## config.mk

```make
export PLATFORM = sky130hd
export DESIGN_NAME = uip_intr_logic
export DESIGN_NICKNAME = d
export VERILOG_FILES = /design/src/common/uip_pkg.sv /design/src/design/uip_intr_logic.sv
export SDC_FILE = /design/constraint.sdc
export NUM_CORES = 1
export LEC_CHECK = 0
export ABC_AREA = 1
export BUFFER_PORTS_ARGS = -buffer_cell sky130_fd_sc_hd__buf_2
export CAP_MARGIN = 20
export CORE_MARGIN = 3
export CORE_UTILIZATION = 55
export CTS_CLUSTER_DIAMETER = 50
export DETAILED_ROUTE_END_ITERATION = 16
export PLACE_DENSITY = 0.85
export SLEW_MARGIN = 5
export SYNTH_ARGS = -nofsm -noshare
export SYNTH_HDL_FRONTEND = slang
export SYNTH_SLANG_ARGS = --single-unit
export TNS_END_PERCENT = 10
```

## constraint.sdc

```tcl
create_clock -name clk_sys -period 5.15 [get_ports clk_sys]
set_input_delay 1.545 -clock clk_sys [delete_from_list [all_inputs] [get_ports clk_sys]]
set_output_delay 1.545 -clock clk_sys [all_outputs]
set_load 0.01 [all_outputs]
```

## src/common/uip_pkg.sv

```systemverilog
package uip_pkg;
   // register indices; the byte address is four times the index
   localparam logic [3:0] IDX_DATA      = 4'h0;   // receive holding read, transmit holding write
   localparam logic [3:0] IDX_IER       = 4'h1;
   localparam logic [3:0] IDX_ISR_FCR   = 4'h2;   // status read, fifo control write
   localparam logic [3:0] IDX_LSR       = 4'h5;
   localparam logic [3:0] IDX_MSR       = 4'h6;
   localparam logic [3:0] IDX_EFR       = 4'h8;   // enhanced feature register
   localparam int         ADDR_LSB      = 2;
   localparam int         ADDR_W        = 6;

   // interrupt enable bit positions
   localparam int IE_RXDATA = 0;
   localparam int IE_TX_READY_EVENT  = 1;
   localparam int IE_LINE   = 2;
   localparam int IE_MODEM  = 3;
   localparam int IE_SLEEP  = 4;
   localparam int IE_XOFF   = 5;
   localparam int IE_RTS    = 6;
   localparam int IE_CTS    = 7;
   localparam logic [7:0] IER_RESET     = 8'h00;
   localparam logic [7:0] IER_BASE_MASK = 8'h0f;   // bits writable without enhanced mode

   // fifo control and enhanced feature fields
   localparam int FC_ENABLE = 0;
   localparam int FC_RXRST  = 1;
   localparam int FC_TXRST  = 2;
   localparam int FC_TXTRIG = 4;
   localparam int FC_RXTRIG = 6;
   localparam int EF_ENH    = 4;
   localparam int EF_ARTS   = 6;
   localparam int EF_ACTS   = 7;
   localparam logic [7:0] FCR_RESET = 8'h00;
   localparam logic [7:0] EFR_RESET = 8'h00;

   // six-bit interrupt source codes, highest priority first
   localparam logic [5:0] CODE_LINE    = 6'h06;
   localparam logic [5:0] CODE_TIMEOUT = 6'h0c;
   localparam logic [5:0] CODE_RXDATA  = 6'h04;
   localparam logic [5:0] CODE_TX_READY_EVENT   = 6'h02;
   localparam logic [5:0] CODE_MODEM   = 6'h00;
   localparam logic [5:0] CODE_XOFF    = 6'h10;
   localparam logic [5:0] CODE_FLOW    = 6'h20;
   localparam logic [5:0] CODE_NONE    = 6'h01;   // also wake-up

   // fifo trigger levels selected by a two-bit field
   localparam logic [4:0] TRIG_0 = 5'h01;
   localparam logic [4:0] TRIG_1 = 5'h04;
   localparam logic [4:0] TRIG_2 = 5'h08;
   localparam logic [4:0] TRIG_3 = 5'h0e;

   // receive timeout: four characters plus twelve bit times
   localparam int TIMEOUT_CHARS = 4;
   localparam int TIMEOUT_BITS  = 12;
endpackage

```

## src/design/uip_intr_logic.sv

```systemverilog
// Decided for this implementation: the APB register port and the address map.
`timescale 1ns/10ps
module uip_intr_logic #(
   parameter int CNT_W     = 5,    // fifo level counter width
   parameter int CHAR_BITS = 10    // bit times per character frame
) (
   // clock and reset
   input  wire logic             clk_sys,
   input  wire logic             rst_n,
   // apb slave
   input  wire logic             psel,
   input  wire logic             penable,
   input  wire logic             pwrite,
   input  wire logic [31:0]      paddr,
   input  wire logic [31:0]      pwdata,
   output logic                  pready,
   output logic                  pslverr,
   output logic      [31:0]      prdata,
   // receive datapath
   input  wire logic [7:0]       rxData,
   input  wire logic [CNT_W-1:0] rxCount,
   input  wire logic             rxPush,
   input  wire logic             rxOverrun,
   input  wire logic [2:0]       rxHeadErr,
   input  wire logic             rxFifoErrAny,
   input  wire logic             bitTick,
   // transmit datapath
   input  wire logic [CNT_W-1:0] txCount,
   input  wire logic             thrEmpty,
   input  wire logic             txAllEmpty,
   // flow control, sleep and pins
   input  wire logic             xoffDetect,
   input  wire logic             xonDetect,
   input  wire logic             specialDetect,
   input  wire logic             rtsOut,
   input  wire logic             wakeEvent,
   input  wire logic             ctsPin,
   input  wire logic             dsrPin,
   input  wire logic             riPin,
   input  wire logic             cdPin,
   // outputs to datapath
   output logic                  irq,
   output logic                  sleepModeEn,
   output logic                  rxReadPulse,
   output logic                  thrWritePulse,
   output logic      [7:0]       thrData,
   output logic                  rxFifoReset,
   output logic                  txFifoReset,
   output logic                  fifoEnable,
   output logic                  autoRtsEn,
   output logic                  autoCtsEn
);
   localparam int TO_LIMIT = uip_pkg::TIMEOUT_CHARS * CHAR_BITS + uip_pkg::TIMEOUT_BITS;

   // refuse widths the counters and trigger compare cannot serve
   if (CNT_W < 5 || CNT_W > 16 || CHAR_BITS < 7 || CHAR_BITS > 12) begin : gBadParam
      $error("uip_intr_logic: unsupported parameter values");
   end

   logic [7:0]  ier_q, fcr_q, efr_q, rdData_q;
   logic [5:0]  rdCode_q;
   logic [3:0]  pinMeta_q, pinSync_q, pinPrev_q, delta_q;
   logic [2:0]  charErr_q;
   logic [15:0] toCnt_q;
   logic        overrun_q, timeout_q, tx_ready_event_q, txCondPrev_q, ieTxPrev_q, xoff_q;
   logic        special_q, flow_q, rtsPrev_q, wake_q, rdPend_q;

   // bus strobes
   localparam int ADDR_LSB_HI = uip_pkg::ADDR_LSB + 3;
   logic [3:0]  idx;
   logic        access, wr, rd, mapped, enh;
   assign idx    = paddr[ADDR_LSB_HI:uip_pkg::ADDR_LSB];
   assign mapped = (paddr[31:ADDR_LSB_HI+1] == '0) && (paddr[1:0] == 2'b00) &&
                   (idx == uip_pkg::IDX_DATA || idx == uip_pkg::IDX_IER ||
                    idx == uip_pkg::IDX_ISR_FCR || idx == uip_pkg::IDX_LSR ||
                    idx == uip_pkg::IDX_MSR || idx == uip_pkg::IDX_EFR);
   assign access = psel & penable;
   assign wr     = access & pwrite & mapped;
   assign rd     = access & ~pwrite & mapped;
   assign pready  = access & rdPend_q;
   assign pslverr = access & rdPend_q & ~mapped;
   assign enh    = efr_q[uip_pkg::EF_ENH];

   // effective enables: upper bits only count in enhanced mode
   logic [7:0]  ieEff;
   assign ieEff = enh ? ier_q : (ier_q & uip_pkg::IER_BASE_MASK);

   // trigger level lookup
   function automatic logic [4:0] trigLevel(input logic [1:0] sel);
      unique case (sel)
         2'b00: trigLevel = uip_pkg::TRIG_0;
         2'b01: trigLevel = uip_pkg::TRIG_1;
         2'b10: trigLevel = uip_pkg::TRIG_2;
         default: trigLevel = uip_pkg::TRIG_3;
      endcase
   endfunction

   logic [CNT_W-1:0] rxTrig, txTrig;
   assign rxTrig = CNT_W'(trigLevel(fcr_q[uip_pkg::FC_RXTRIG +: 2]));
   assign txTrig = CNT_W'(trigLevel(fcr_q[uip_pkg::FC_TXTRIG +: 2]));

   // source conditions
   logic dataReady, rxLevel, txCond, lineCond, modemCond;
   assign dataReady = (rxCount != '0);
   assign rxLevel   = fifoEnable ? (rxCount >= rxTrig) : dataReady;
   assign txCond    = fifoEnable ? (txCount < txTrig) : thrEmpty;
   assign lineCond  = overrun_q | (charErr_q != 3'b000);
   assign modemCond = (delta_q != 4'h0);

   // pending sources after enables; wake-up needs no enable
   logic pLine, pTo, pRx, pTx, pMod, pXoff, pFlow;
   assign pLine = ieEff[uip_pkg::IE_LINE] & lineCond;
   assign pTo   = ieEff[uip_pkg::IE_RXDATA] & timeout_q;
   assign pRx   = ieEff[uip_pkg::IE_RXDATA] & rxLevel;
   assign pTx   = ieEff[uip_pkg::IE_TX_READY_EVENT] & tx_ready_event_q;
   assign pMod  = ieEff[uip_pkg::IE_MODEM] & modemCond;
   assign pXoff = ieEff[uip_pkg::IE_XOFF] & (xoff_q | special_q);
   assign pFlow = (ieEff[uip_pkg::IE_RTS] | ieEff[uip_pkg::IE_CTS]) & flow_q;

   // priority encoder for the status code
   logic [5:0] code;
   always_comb begin
      if (pLine)      code = uip_pkg::CODE_LINE;
      else if (pTo)   code = uip_pkg::CODE_TIMEOUT;
      else if (pRx)   code = uip_pkg::CODE_RXDATA;
      else if (pTx)   code = uip_pkg::CODE_TX_READY_EVENT;
      else if (pMod)  code = uip_pkg::CODE_MODEM;
      else if (pXoff) code = uip_pkg::CODE_XOFF;
      else if (pFlow) code = uip_pkg::CODE_FLOW;
      else            code = uip_pkg::CODE_NONE;
   end

   // interrupt request
   assign irq = pLine | pTo | pRx | pTx | pMod | pXoff | pFlow | wake_q;

   // side-effect strobes, all taken at the access edge
   logic rdRhr, rdIsr, rdLsr, rdMsr, wrThr;
   assign rdRhr = rd & (idx == uip_pkg::IDX_DATA);
   assign rdIsr = rd & (idx == uip_pkg::IDX_ISR_FCR);
   assign rdLsr = rd & (idx == uip_pkg::IDX_LSR);
   assign rdMsr = rd & (idx == uip_pkg::IDX_MSR);
   assign wrThr = wr & (idx == uip_pkg::IDX_DATA);

   // line status and modem status views
   logic [7:0] lsrView, msrView;
   assign lsrView = {rxFifoErrAny, txAllEmpty, thrEmpty, charErr_q, overrun_q, dataReady};
   assign msrView = {pinSync_q[3], pinSync_q[2], pinSync_q[1], pinSync_q[0], delta_q};

   // read data mux, captured in the setup cycle
   logic [7:0] rdMux;
   always_comb begin
      unique case (idx)
         uip_pkg::IDX_DATA:    rdMux = rxData;
         uip_pkg::IDX_IER:     rdMux = ier_q;
         uip_pkg::IDX_ISR_FCR: rdMux = {fifoEnable, fifoEnable, code};
         uip_pkg::IDX_LSR:     rdMux = lsrView;
         uip_pkg::IDX_MSR:     rdMux = msrView;
         uip_pkg::IDX_EFR:     rdMux = efr_q;
         default:              rdMux = 8'h00;
      endcase
   end

   // setup cycle latches read data and the code it returns
   always_ff @(posedge clk_sys or negedge rst_n) begin
      if (!rst_n) begin
         rdData_q <= 8'h00;
         rdCode_q <= uip_pkg::CODE_NONE;
         rdPend_q <= 1'b0;
      end else begin
         rdPend_q <= psel & ~penable;
         if (psel && !penable) begin
            rdData_q <= mapped ? rdMux : 8'h00;
            rdCode_q <= code;
         end
      end
   end
   assign prdata = {24'h000000, rdData_q};

   // control registers
   always_ff @(posedge clk_sys or negedge rst_n) begin
      if (!rst_n) begin
         ier_q <= uip_pkg::IER_RESET;
         fcr_q <= uip_pkg::FCR_RESET;
         efr_q <= uip_pkg::EFR_RESET;
      end else if (wr && pready) begin
         if (idx == uip_pkg::IDX_IER) begin
            ier_q <= enh ? pwdata[7:0] : ((pwdata[7:0] & uip_pkg::IER_BASE_MASK) |
                                          (ier_q & ~uip_pkg::IER_BASE_MASK));
         end
         if (idx == uip_pkg::IDX_ISR_FCR && pwdata[uip_pkg::FC_ENABLE]) begin
            fcr_q[uip_pkg::FC_RXTRIG +: 2] <= pwdata[uip_pkg::FC_RXTRIG +: 2];
            if (enh) begin
               fcr_q[uip_pkg::FC_TXTRIG +: 2] <= pwdata[uip_pkg::FC_TXTRIG +: 2];
            end
         end
         if (idx == uip_pkg::IDX_ISR_FCR) begin
            fcr_q[uip_pkg::FC_ENABLE] <= pwdata[uip_pkg::FC_ENABLE];
         end
         if (idx == uip_pkg::IDX_EFR) begin
            efr_q <= pwdata[7:0];
         end
      end
   end
   assign fifoEnable  = fcr_q[uip_pkg::FC_ENABLE];
   assign autoRtsEn   = efr_q[uip_pkg::EF_ARTS];
   assign autoCtsEn   = efr_q[uip_pkg::EF_ACTS];
   assign sleepModeEn = ieEff[uip_pkg::IE_SLEEP];

   // datapath strobes and transmit data
   always_ff @(posedge clk_sys or negedge rst_n) begin
      if (!rst_n) begin
         rxReadPulse   <= 1'b0;
         thrWritePulse <= 1'b0;
         thrData       <= 8'h00;
         rxFifoReset   <= 1'b0;
         txFifoReset   <= 1'b0;
      end else begin
         rxReadPulse   <= rdRhr & pready;
         thrWritePulse <= wrThr & pready;
         if (wrThr && pready) begin
            thrData <= pwdata[7:0];
         end
         rxFifoReset <= wr & pready & (idx == uip_pkg::IDX_ISR_FCR) &
                        pwdata[uip_pkg::FC_ENABLE] & pwdata[uip_pkg::FC_RXRST];
         txFifoReset <= wr & pready & (idx == uip_pkg::IDX_ISR_FCR) &
                        pwdata[uip_pkg::FC_ENABLE] & pwdata[uip_pkg::FC_TXRST];
      end
   end

   // modem pin synchronisers and delta flags
   always_ff @(posedge clk_sys or negedge rst_n) begin
      if (!rst_n) begin
         pinMeta_q <= 4'h0;
         pinSync_q <= 4'h0;
         pinPrev_q <= 4'h0;
         delta_q   <= 4'h0;
      end else begin
         pinMeta_q <= {cdPin, riPin, dsrPin, ctsPin};
         pinSync_q <= pinMeta_q;
         pinPrev_q <= pinSync_q;
         // a change in the clearing cycle still sets its delta
         delta_q <= ((rdMsr && pready) ? 4'h0 : delta_q) | (pinSync_q ^ pinPrev_q);
      end
   end

   // line status: overrun at once, char errors when the char is read out
   always_ff @(posedge clk_sys or negedge rst_n) begin
      if (!rst_n) begin
         overrun_q <= 1'b0;
         charErr_q <= 3'b000;
      end else begin
         overrun_q <= ((rdLsr && pready) ? 1'b0 : overrun_q) | rxOverrun;
         if (rdRhr && pready) begin
            charErr_q <= rxHeadErr | ((rdLsr && pready) ? 3'b000 : charErr_q);
         end else if (rdLsr && pready) begin
            charErr_q <= 3'b000;
         end
      end
   end

   // receive timeout timer counted in bit times
   always_ff @(posedge clk_sys or negedge rst_n) begin
      if (!rst_n) begin
         toCnt_q   <= 16'h0000;
         timeout_q <= 1'b0;
      end else begin
         if (rxPush || (rdRhr && pready) || !dataReady) begin
            toCnt_q <= 16'h0000;
         end else if (bitTick && toCnt_q < 16'(TO_LIMIT)) begin
            toCnt_q <= toCnt_q + 16'h0001;
         end
         if (rdRhr && pready) begin
            timeout_q <= 1'b0;
         end else if (dataReady && toCnt_q == 16'(TO_LIMIT)) begin
            timeout_q <= 1'b1;
         end
      end
   end

   // transmit ready event flag
   always_ff @(posedge clk_sys or negedge rst_n) begin
      if (!rst_n) begin
         tx_ready_event_q      <= 1'b0;
         txCondPrev_q <= 1'b0;
         ieTxPrev_q   <= 1'b0;
      end else begin
         txCondPrev_q <= txCond;
         ieTxPrev_q   <= ier_q[uip_pkg::IE_TX_READY_EVENT];
         if ((txCond && !txCondPrev_q) ||
             (txCond && ier_q[uip_pkg::IE_TX_READY_EVENT] && !ieTxPrev_q)) begin
            tx_ready_event_q <= 1'b1;
         end else if ((wrThr && pready) ||
                      (rdIsr && pready && rdCode_q == uip_pkg::CODE_TX_READY_EVENT)) begin
            tx_ready_event_q <= 1'b0;
         end
      end
   end

   // xoff, special character, flow control and wake-up flags
   always_ff @(posedge clk_sys or negedge rst_n) begin
      if (!rst_n) begin
         xoff_q    <= 1'b0;
         special_q <= 1'b0;
         flow_q    <= 1'b0;
         rtsPrev_q <= 1'b0;
         wake_q    <= 1'b0;
      end else begin
         rtsPrev_q <= rtsOut;
         if (xoffDetect) begin
            xoff_q <= 1'b1;
         end else if (xonDetect ||
                      (rdIsr && pready && rdCode_q == uip_pkg::CODE_XOFF)) begin
            xoff_q <= 1'b0;
         end
         if (specialDetect) begin
            special_q <= 1'b1;
         end else if (rxPush ||
                      (rdIsr && pready && rdCode_q == uip_pkg::CODE_XOFF)) begin
            special_q <= 1'b0;
         end
         if ((autoRtsEn && rtsOut && !rtsPrev_q) ||
             (autoCtsEn && pinSync_q[0] && !pinPrev_q[0])) begin
            flow_q <= 1'b1;
         end else if (rdMsr && pready) begin
            flow_q <= 1'b0;
         end
         if (wakeEvent) begin
            wake_q <= 1'b1;
         end else if (rdIsr && pready && rdCode_q == uip_pkg::CODE_NONE) begin
            wake_q <= 1'b0;
         end
      end
   end
endmodule

```

==> flow_metrics.tcl, run 1 <==
set metrics [dict create \
    row_count 33 \
    slew_headroom 0.425 \
    syn_inst 588 \
    yosysMostFrequentCell "nand2_1" \
    fp.dieH_um 99.0 \
    grt_pass1_wl_um 18900 \
    setup_viol 0 \
    die_w_um 99.0 \
    drcViolationCount 0 \
    routed_via_density 5.16 \
    synth_top_family_by_area "simple AND/OR/NAND/NOR gates" \
    cts_sinks 93 \
    syn_avg_cell_area_um2 8.08 \
    synth-async-reset-ratio 1.00 \
    cp_max_fo 5 \
    fin_skew_ns 0.00893 \
    start_util 0.573 \
    cts_hold_buf 0 \
    synthAdderAreaFrac 0.0237 \
    root_buffer "clkbuf_8" \
    worstPathRequired_ns 3.61 \
    synth-compound-area-share 0.0785 \
    synthToLayoutAreaGrowth_pct 15.2 \
    end_kind "output pin" \
    clk_pin_slew_ns 0.09 \
    synth_warnings 0 \
    synth_mux_area_frac 0 \
    wl_um 11600 \
    rsz0062_at_grt "no" \
    grt_start_max_net_pins 60 \
    cts_buffer_depth 2 \
    setup_tns_ns 0 \
    insertion_delay_ns 0.36 \
    startpoint_type "input port" \
    reg2reg_depth 13 \
    crit_type "input port to output pin" \
    drt-initial-drc-count 255 \
    regArea_um2 2330 \
    fin_crit_ns 4.57 \
    hold-worst-slack_ns 0.358 \
    die_area_um2 9790 \
    synth_xor_xnor_area_share 0.0111 \
    min_period_over_period 0.888 \
    power.density_nw_per_um2 242 \
    place.gp.congestion 0.954 \
    yosysTopAreaCellShare 0.484 \
    wire_per_inst_um 14.3 \
    antenna_found_initial 0 \
    drt-pass1-iter-count 5 \
    hold_depth 0 \
    ios 156 \
    synth_area_leader_cell "dfrtp_1" \
    synth_edf_count 0 \
    antenna_left 0 \
    port_buffers 107 \
    hp-start "pinMeta_q[1]" \
    crit_arrival_ns 3.03 \
    yosysSeqAreaShare 0.490 \
    cts_made_buffers 9 \
    synth_area_leaders "dfrtp_1 (48%), nand2_1 (13%), inv_1 (6.2%)" \
    grt.total_usage 0.241 \
    slew_violations 0 \
    nFillCells 705 \
    hold_violations 0 \
    synth-seq-cells 93 \
    hp-class "flop to flop" \
    hold_end "pinSync_q[1]" \
    synth_common_cells "nand2_1 (160), dfrtp_1 (92), inv_1 (78), nor2_1 (71), o21ai_0 (36)" \
    status "completed" \
    vias 4174 \
    cts_setup_buffers 0 \
    diodes 0 \
    cts_tree "done" \
    worstMarginPinSlew_ns 0.859 \
    synth-simple-area-share 0.284 \
    synthesis.area_um2 4750 \
    r2r_end "rdData_q[5]" \
    core_um2 8300 \
    grt_pass1_vias 4059 \
    synth_ff_type "dfrtp_1" \
    hpwl_um 9080 \
    maxCapViolCount 0 \
    drive_above_1_share 0.220 \
    fmax_ghz 0.219 \
    timing.reg2reg.setup_slack_ns 3.25 \
    ys_types 40 \
    p_leak_nw 3.05 \
    vdd_drop_max_mv 0.179 \
    grt_overflow 0 \
    cts_resized 0 \
    r2r-start "fcr_q[6]" \
    fin_nets 813 \
    multi_input_area_um2 1980 \
    htreeDepth 3 \
]
==> placed cells by master, fill, tap and decap left out, types with 3 or more instances in the layout <==
| cell | instances |
|---|---|
| nand4_1 | 8 |
| inv_2 | 4 |
| buf_2 | 106 |
| clkbuf_8 | 10 |
| conb_1 | 24 |
| nand3_2 | 3 |
| a21oi_1 | 4 |
| inv_1 | 78 |
| a31oi_1 | 3 |
| nand2_1 | 160 |
| ha_1 | 9 |
| o21ai_2 | 5 |
| o21ai_0 | 36 |
| o22ai_1 | 5 |
| nor2_1 | 71 |
| dfrtp_1 | 92 |
| nor3_1 | 13 |
| nand3_1 | 28 |
| o21bai_1 | 4 |
| xnor2_1 | 4 |
| nor2_2 | 5 |
==> area by class of cell <==
cell class / count / share of cell area
sequential: 93 / 0.425
multi-input combinational: 405 / 0.361
timing repair buffer: 108 / 0.0996
inverter: 82 / 0.0562
clock buffer: 11 / 0.0258
tap: 105 / 0.0240
clock inverter: 5 / 0.00777
==> kinds of logic after synthesis <==
logic type / count (synthesis)
AOI/OAI and AO/OA: 62
buffers and inverters: 113
and+or+nand+nor: 304
DFF: 93
other: 1
xor gates and xnor gates: 6
adders and majority gates: 9
==> layer usage <==
layer  global-route usage  up-vias  wire length [µm]
li1                     -     2018                 -
met1                0.315     1939              4640
met2                0.402      187              5550
met3               0.0510       30              1050
met4               0.0809        0               312
met5                    0        -                 0
==> flip-flops by register name (all words and copies together) (netlist names), 6 cells and up <==
register	flops
efr_q	8
ier_q	8
rdCode_q	6
rdData_q	8
thrData	8
toCnt_q	16
==> worst max-delay path, cell delays in order <==
cell and delay, ns:
buf_2 0.11, ha_1 0.31, nand2_1 0.09, nand2_1 0.06, nand2_1 0.06, nand3_1 0.13, nand2_1 0.18, nand3_1 0.12
or2_2 0.29, buf_2 0.14
==> metrics by stage <==
| step | util | setup slack (ns) | instance area, µm² | power [W] | cells |
|---|---|---|---|---|---|
| floorplan | - | 1.04 | 4840 | 0.000833 | 611 |
| global placement | 0.638 | 0.668 | 5290 | 0.000880 | 793 |
| detailed placement | 0.638 | 0.599 | 5290 | 0.000884 | 793 |
| CTS | 0.660 | 0.603 | 5480 | 0.00133 | 809 |
| global route | 0.660 | 0.493 | 5480 | 0.00138 | 809 |
| finish | 0.660 | 0.576 | 5480 | 0.00133 | 809 |
==> worst max path at each step <==
stage | cells past startpoint | from | slack [ns] | to
after floorplan | 9 | rxCount[0] | 1.04 | irq
after global placement | 10 | rxCount[2] | 0.67 | irq
after detailed placement | 10 | rxCount[2] | 0.60 | irq
after CTS | 10 | rxCount[2] | 0.60 | irq
after global routing | 10 | rxCount[2] | 0.49 | irq
final | 10 | rxCount[2] | 0.58 | irq
==> power breakdown <==
group	switching [W]	internal (W)
registers	0.00000644	0.000741
clock network	0.000261	0.000194
logic	0.0000798	0.0000439
(Power assumes the default switching activity.)
==> inputs of run 2 (changes only) <==
--- a/config.mk
+++ b/config.mk
@@ -8,6 +8,7 @@
 export ABC_AREA = 1
 export BUFFER_PORTS_ARGS = -buffer_cell sky130_fd_sc_hd__buf_2
 export CAP_MARGIN = 20
+export CORE_ASPECT_RATIO = 0.5
 export CORE_MARGIN = 3
 export CORE_UTILIZATION = 55
 export CTS_CLUSTER_DIAMETER = 50
==> flow_metrics.tcl, run 2 (synthesized netlist as in run 1, its figures left out) <==
set metrics [dict create \
    crit_slowest_cell "ha_1" \
    fmax_ghz 0.220 \
    power.density_nw_per_um2 278 \
    ios 156 \
    clk_pin_slew_ns 0.06 \
    hold_violations 0 \
    diodes 0 \
    hpwl_um 8530 \
    p_seq_frac 0.479 \
    cpMostUsedCell "nand2_1" \
    min_period_over_period 0.881 \
    fin_nets 813 \
    dr.max_layer_used "met4" \
    worst_slack_ns 0.614 \
    cts_setup_buffers 0 \
    clkPwrFrac 0.442 \
    fin_crit_ns 4.54 \
    final_cell_mix "nand2_1 (160), buf_2 (106), dfrtp_1 (92)" \
    crit_arrival_ns 2.99 \
    cts_hold_buf 0 \
    rsz0062_at_grt "no" \
    largest_reg_flops 16 \
    worstMarginPinSlew_ns 0.889 \
    slew_headroom 0.405 \
    switching_share 0.241 \
    grt_start_max_net_pins 62 \
    grt_pass1_wl_um 18000 \
    cts_sinks 93 \
    setup_viol 0 \
    drt-initial-drc-count 365 \
    port_buffers 107 \
    die_area_um2 9860 \
    p_total_w 0.00156 \
    fin_skew_ns 0.00884 \
    grt_pass1_vias 3880 \
    p_comb_frac 0.079 \
    regMostFlops "toCnt_q" \
    antenna_left 0 \
    fp.dieH_um 71.7 \
    vias 4134 \
    insertion_delay_ns 0.35 \
    vdd_drop_max_mv 0.162 \
    startpoint_type "input port" \
    die_w_um 137 \
    start_util 0.579 \
    htreeDepth 3 \
    root_buffer "clkbuf_16" \
    core_um2 8200 \
    routed_via_density 5.07 \
    synthToLayoutAreaGrowth_pct 18.2 \
    cts_tree "done" \
    hp-class "flop to flop" \
    place.gp.congestion 0.950 \
    hold-worst-slack_ns 0.350 \
    max_stage_delay_ns 0.30 \
    slew_violations 0 \
    wire_per_inst_um 13.8 \
    crit_type "input port to output pin" \
    antenna_found_initial 0 \
    grt.total_usage 0.238 \
    power_switching_w 0.000377 \
    met3WireLength_um 969 \
    setup_tns_ns 0 \
    grt_overflow 0 \
    cts_buffer_depth 2 \
    final_common_cell "nand2_1" \
    cts_made_buffers 9 \
    end_kind "output pin" \
    cp_max_fo 5 \
    status "completed" \
    dp_slack_ns 0.628 \
    row_count 23 \
    intPower_w 0.00118 \
    drcViolationCount 0 \
    path_cells "buf_2, ha_1, nand2_1, nand2_1, nand2_1, nand3_1, nand2_1, nand3_1, or2_2, buf_2" \
    route.met2.wl_um 5180 \
    drive_above_1_share 0.222 \
    worstPathRequired_ns 3.61 \
    drt-pass1-iter-count 5 \
    p_leak_nw 3.11 \
    cts_resized 0 \
    wl_um 11200 \
    maxCapViolCount 0 \
    wl_met1_um 4840 \
]
run 2: cell count changes in the layout (fill, tap and decap cells not counted):
cell        change
clkinvlp_4      -1
bufinv_16       +1
clkbuf_8        -9
clkbuf_1        -1
inv_8           +1
clkbuf_16       +9
run 2: metal layers:
layer | track usage | vias to the layer above
met5 | 0 | -
met4 | 0.0819 | 0
met3 | 0.0750 | 25
met2 | 0.381 | 159
met1 | 0.309 | 1934
li1 | - | 2016
run 2: layout make-up:
type                            instances  area [µm²]
Clock inverter                          6        76.3
Timing Repair Buffer                  108         546
Multi-Input combinational cell        405        1980
Clock buffer                           10         239
Inverter                               82         308
Tap cell                              112         140
Sequential cell                        93        2330
Fill cell                             666        2590
run 2: power groups by stage:
stage	Sequential, W	Combinational (W)	Clock (W)
floorplan	0.000760	0.0000727	0
global placement	0.000761	0.000119	0
detailed placement	0.000761	0.000123	0
CTS	0.000747	0.000123	0.000697
global route	0.000749	0.000140	0.000726
finish	0.000747	0.000124	0.000689
run 2: per-stage QoR:
step / util / cell area, µm² / instances
after detailed placement: 0.646 / 5300 / 800
after CTS: 0.685 / 5620 / 816
after floorplan: - / 4840 / 611
after global placement: 0.646 / 5300 / 800
after global routing: 0.685 / 5620 / 816
final: 0.685 / 5620 / 816
run 2: worst paths after layout:
| kind | startpoint | endpoint | slack (ns) | depth (start not counted) |
|---|---|---|---|---|
| max | rxCount[2] | irq | 0.61 | 10 |
| min | pinMeta_q[2] | pinSync_q[2] | 0.35 | 0 |
| max reg2reg | fcr_q[7] | rdData_q[5] | 3.33 | 13 |
| min reg2reg | pinMeta_q[2] | pinSync_q[2] | 0.35 | 0 |
| max in group asynchronous | rst_n | toCnt_q[11] | 3.01 | 2 |
| min in group asynchronous | rst_n | delta_q[1] | 1.26 | 1 |
run 2: worst max-delay path, delay by kind of cell:
family                     cells  cell delay (ns)
and+or+nand+nor                7             0.89
adders and majority gates      1             0.30
buffers and inverters          2             0.25
==> inputs of run 3 (changes only) <==
--- a/config.mk
+++ b/config.mk
@@ -10,10 +10,10 @@
 export CAP_MARGIN = 20
 export CORE_ASPECT_RATIO = 0.5
 export CORE_MARGIN = 3
-export CORE_UTILIZATION = 55
+export CORE_UTILIZATION = 35
 export CTS_CLUSTER_DIAMETER = 50
 export DETAILED_ROUTE_END_ITERATION = 16
-export PLACE_DENSITY = 0.85
+export PLACE_DENSITY = 0.58
 export SLEW_MARGIN = 5
 export SYNTH_ARGS = -nofsm -noshare
 export SYNTH_HDL_FRONTEND = slang
==> flow_metrics.tcl, run 3 (synthesized netlist as in run 1, its figures left out) <==
set metrics [dict create \
    diodes 0 \
    dp_slack_ns 0.587 \
    timing.reg2reg.setup_slack_ns 3.29 \
    port_buffers 107 \
    hp-start "pinMeta_q[0]" \
    cp_max_fo 5 \
    core_um2 13000 \
    antenna_left 0 \
    wl_um 11600 \
    hp-class "flop to flop" \
    slew_headroom 0.400 \
    hold_violations 0 \
    synthToLayoutAreaGrowth_pct 19.0 \
    hold_depth 0 \
    final_common_cell "nand2_1" \
    hpwl_um 9200 \
    die_w_um 171 \
    grt.total_usage 0.158 \
    fin_skew_ns 0.00709 \
    cts_sinks 93 \
    die_area_um2 15100 \
    row_count 29 \
    reg2reg_depth 13 \
    path_cells "buf_2, ha_1, nand2_1, nand2_1, nand2_1, nand3_1, nand2_1, nand3_1, or2_2, buf_2" \
    root_buffer "clkbuf_16" \
    cts_buffer_depth 2 \
    ios 156 \
    drt-pass1-iter-count 5 \
    clk_pin_slew_ns 0.06 \
    crit_type "input port to output pin" \
    place.gp.congestion 0.878 \
    crit_slowest_cell "ha_1" \
    r2r-start "fcr_q[7]" \
    min_period_over_period 0.883 \
    worst_slack_ns 0.603 \
    cts_made_buffers 9 \
    fin_crit_ns 4.55 \
    cts_tree "done" \
    hold_end "pinSync_q[0]" \
    start_util 0.367 \
    vdd_drop_max_mv 0.136 \
    drcViolationCount 0 \
    path_buf_inv 2 \
    crit_arrival_ns 3.00 \
    routed_via_density 4.63 \
    wire_per_inst_um 13.3 \
    max_stage_delay_ns 0.30 \
    nFillCells 1353 \
    fin_nets 813 \
    worstPathRequired_ns 3.61 \
    worstMarginPinSlew_ns 0.896 \
    antenna_found_initial 0 \
    cts_hold_buf 0 \
    cpMostUsedCell "nand2_1" \
    cts_resized 0 \
    p_leak_nw 3.10 \
    fp.dieH_um 88.4 \
    rsz0062_at_grt "no" \
    htreeDepth 3 \
    drive_above_1_share 0.222 \
    largest_reg_flops 16 \
    grt_overflow 0 \
    grt_start_max_net_pins 63 \
    vias 4046 \
    fmax_ghz 0.220 \
    regMostFlops "toCnt_q" \
    grt_pass1_wl_um 18600 \
    startpoint_type "input port" \
    power.density_nw_per_um2 265 \
    grt_pass1_vias 3828 \
    slew_violations 0 \
    insertion_delay_ns 0.34 \
    setup_viol 0 \
    end_kind "output pin" \
    r2r_end "rdData_q[5]" \
    drt-initial-drc-count 184 \
    maxCapViolCount 0 \
    final_cell_mix "nand2_1 (160), buf_2 (106), dfrtp_1 (92)" \
    setup_tns_ns 0 \
    cts_setup_buffers 0 \
    crit_family "simple AND/OR/NAND/NOR gates" \
    status "completed" \
]
run 3: how the worst max path moves through the flow:
stage | from | endpoint | cells after the start
2_1_floorplan | rxCount[0] | irq | 9
3_3_place_gp | rxCount[2] | irq | 10
3_5_place_dp | rxCount[2] | irq | 10
4_1_cts | rxCount[2] | irq | 10
5_1_grt | rxCount[2] | irq | 10
6_report | rxCount[2] | irq | 10
run 3: cell type report:
class	count	area, µm²	share of cell area
multi-input cells	405	1980	0.350
clock buffers	10	239	0.0423
inverters	82	308	0.0544
well taps	170	213	0.0376
clock inverters	6	43.8	0.00774
flip-flops and latches	93	2330	0.412
repair buffers	108	546	0.0965
run 3: layer usage:
| metal | wire length (µm) | global-route usage |
|---|---|---|
| met4 | 64 | 0.0294 |
| met2 | 5200 | 0.255 |
| met3 | 871 | 0.0446 |
| met5 | 0 | 0 |
| met1 | 5490 | 0.218 |
run 3: power by group:
group | total, W | switching, W | internal, W | leakage (nW)
combinational | 0.000124 | 0.0000799 | 0.0000439 | 1.82
clock | 0.000626 | 0.000282 | 0.000344 | 0.140
sequential | 0.000747 | 0.00000589 | 0.000741 | 1.14
run 3: per-stage QoR:
stage	utilization	std cells	instance area, µm²	hold slack (ns)	total power [W]
after floorplan	-	611	4840	0.331	0.000833
after global placement	0.415	858	5370	0.332	0.000884
after detailed placement	0.415	858	5370	0.337	0.000886
after CTS	0.437	874	5660	0.352	0.00152
after global routing	0.437	874	5660	0.363	0.00157
final	0.437	874	5660	0.350	0.00150
run 3: worst register-to-register path: stages, from the launching register on:
cell and delay, ns:
dfrtp_1 0.39, nor2_1 0.12, ha_1 0.23, inv_1 0.05, nand2_1 0.04, nand3b_1 0.07
nand3_1 0.10, nand2_1 0.19, nand2_1 0.13, nor2_1 0.21, nand2_1 0.07, nand2_1 0.09
nand2_1 0.05, nand2_1 0.06
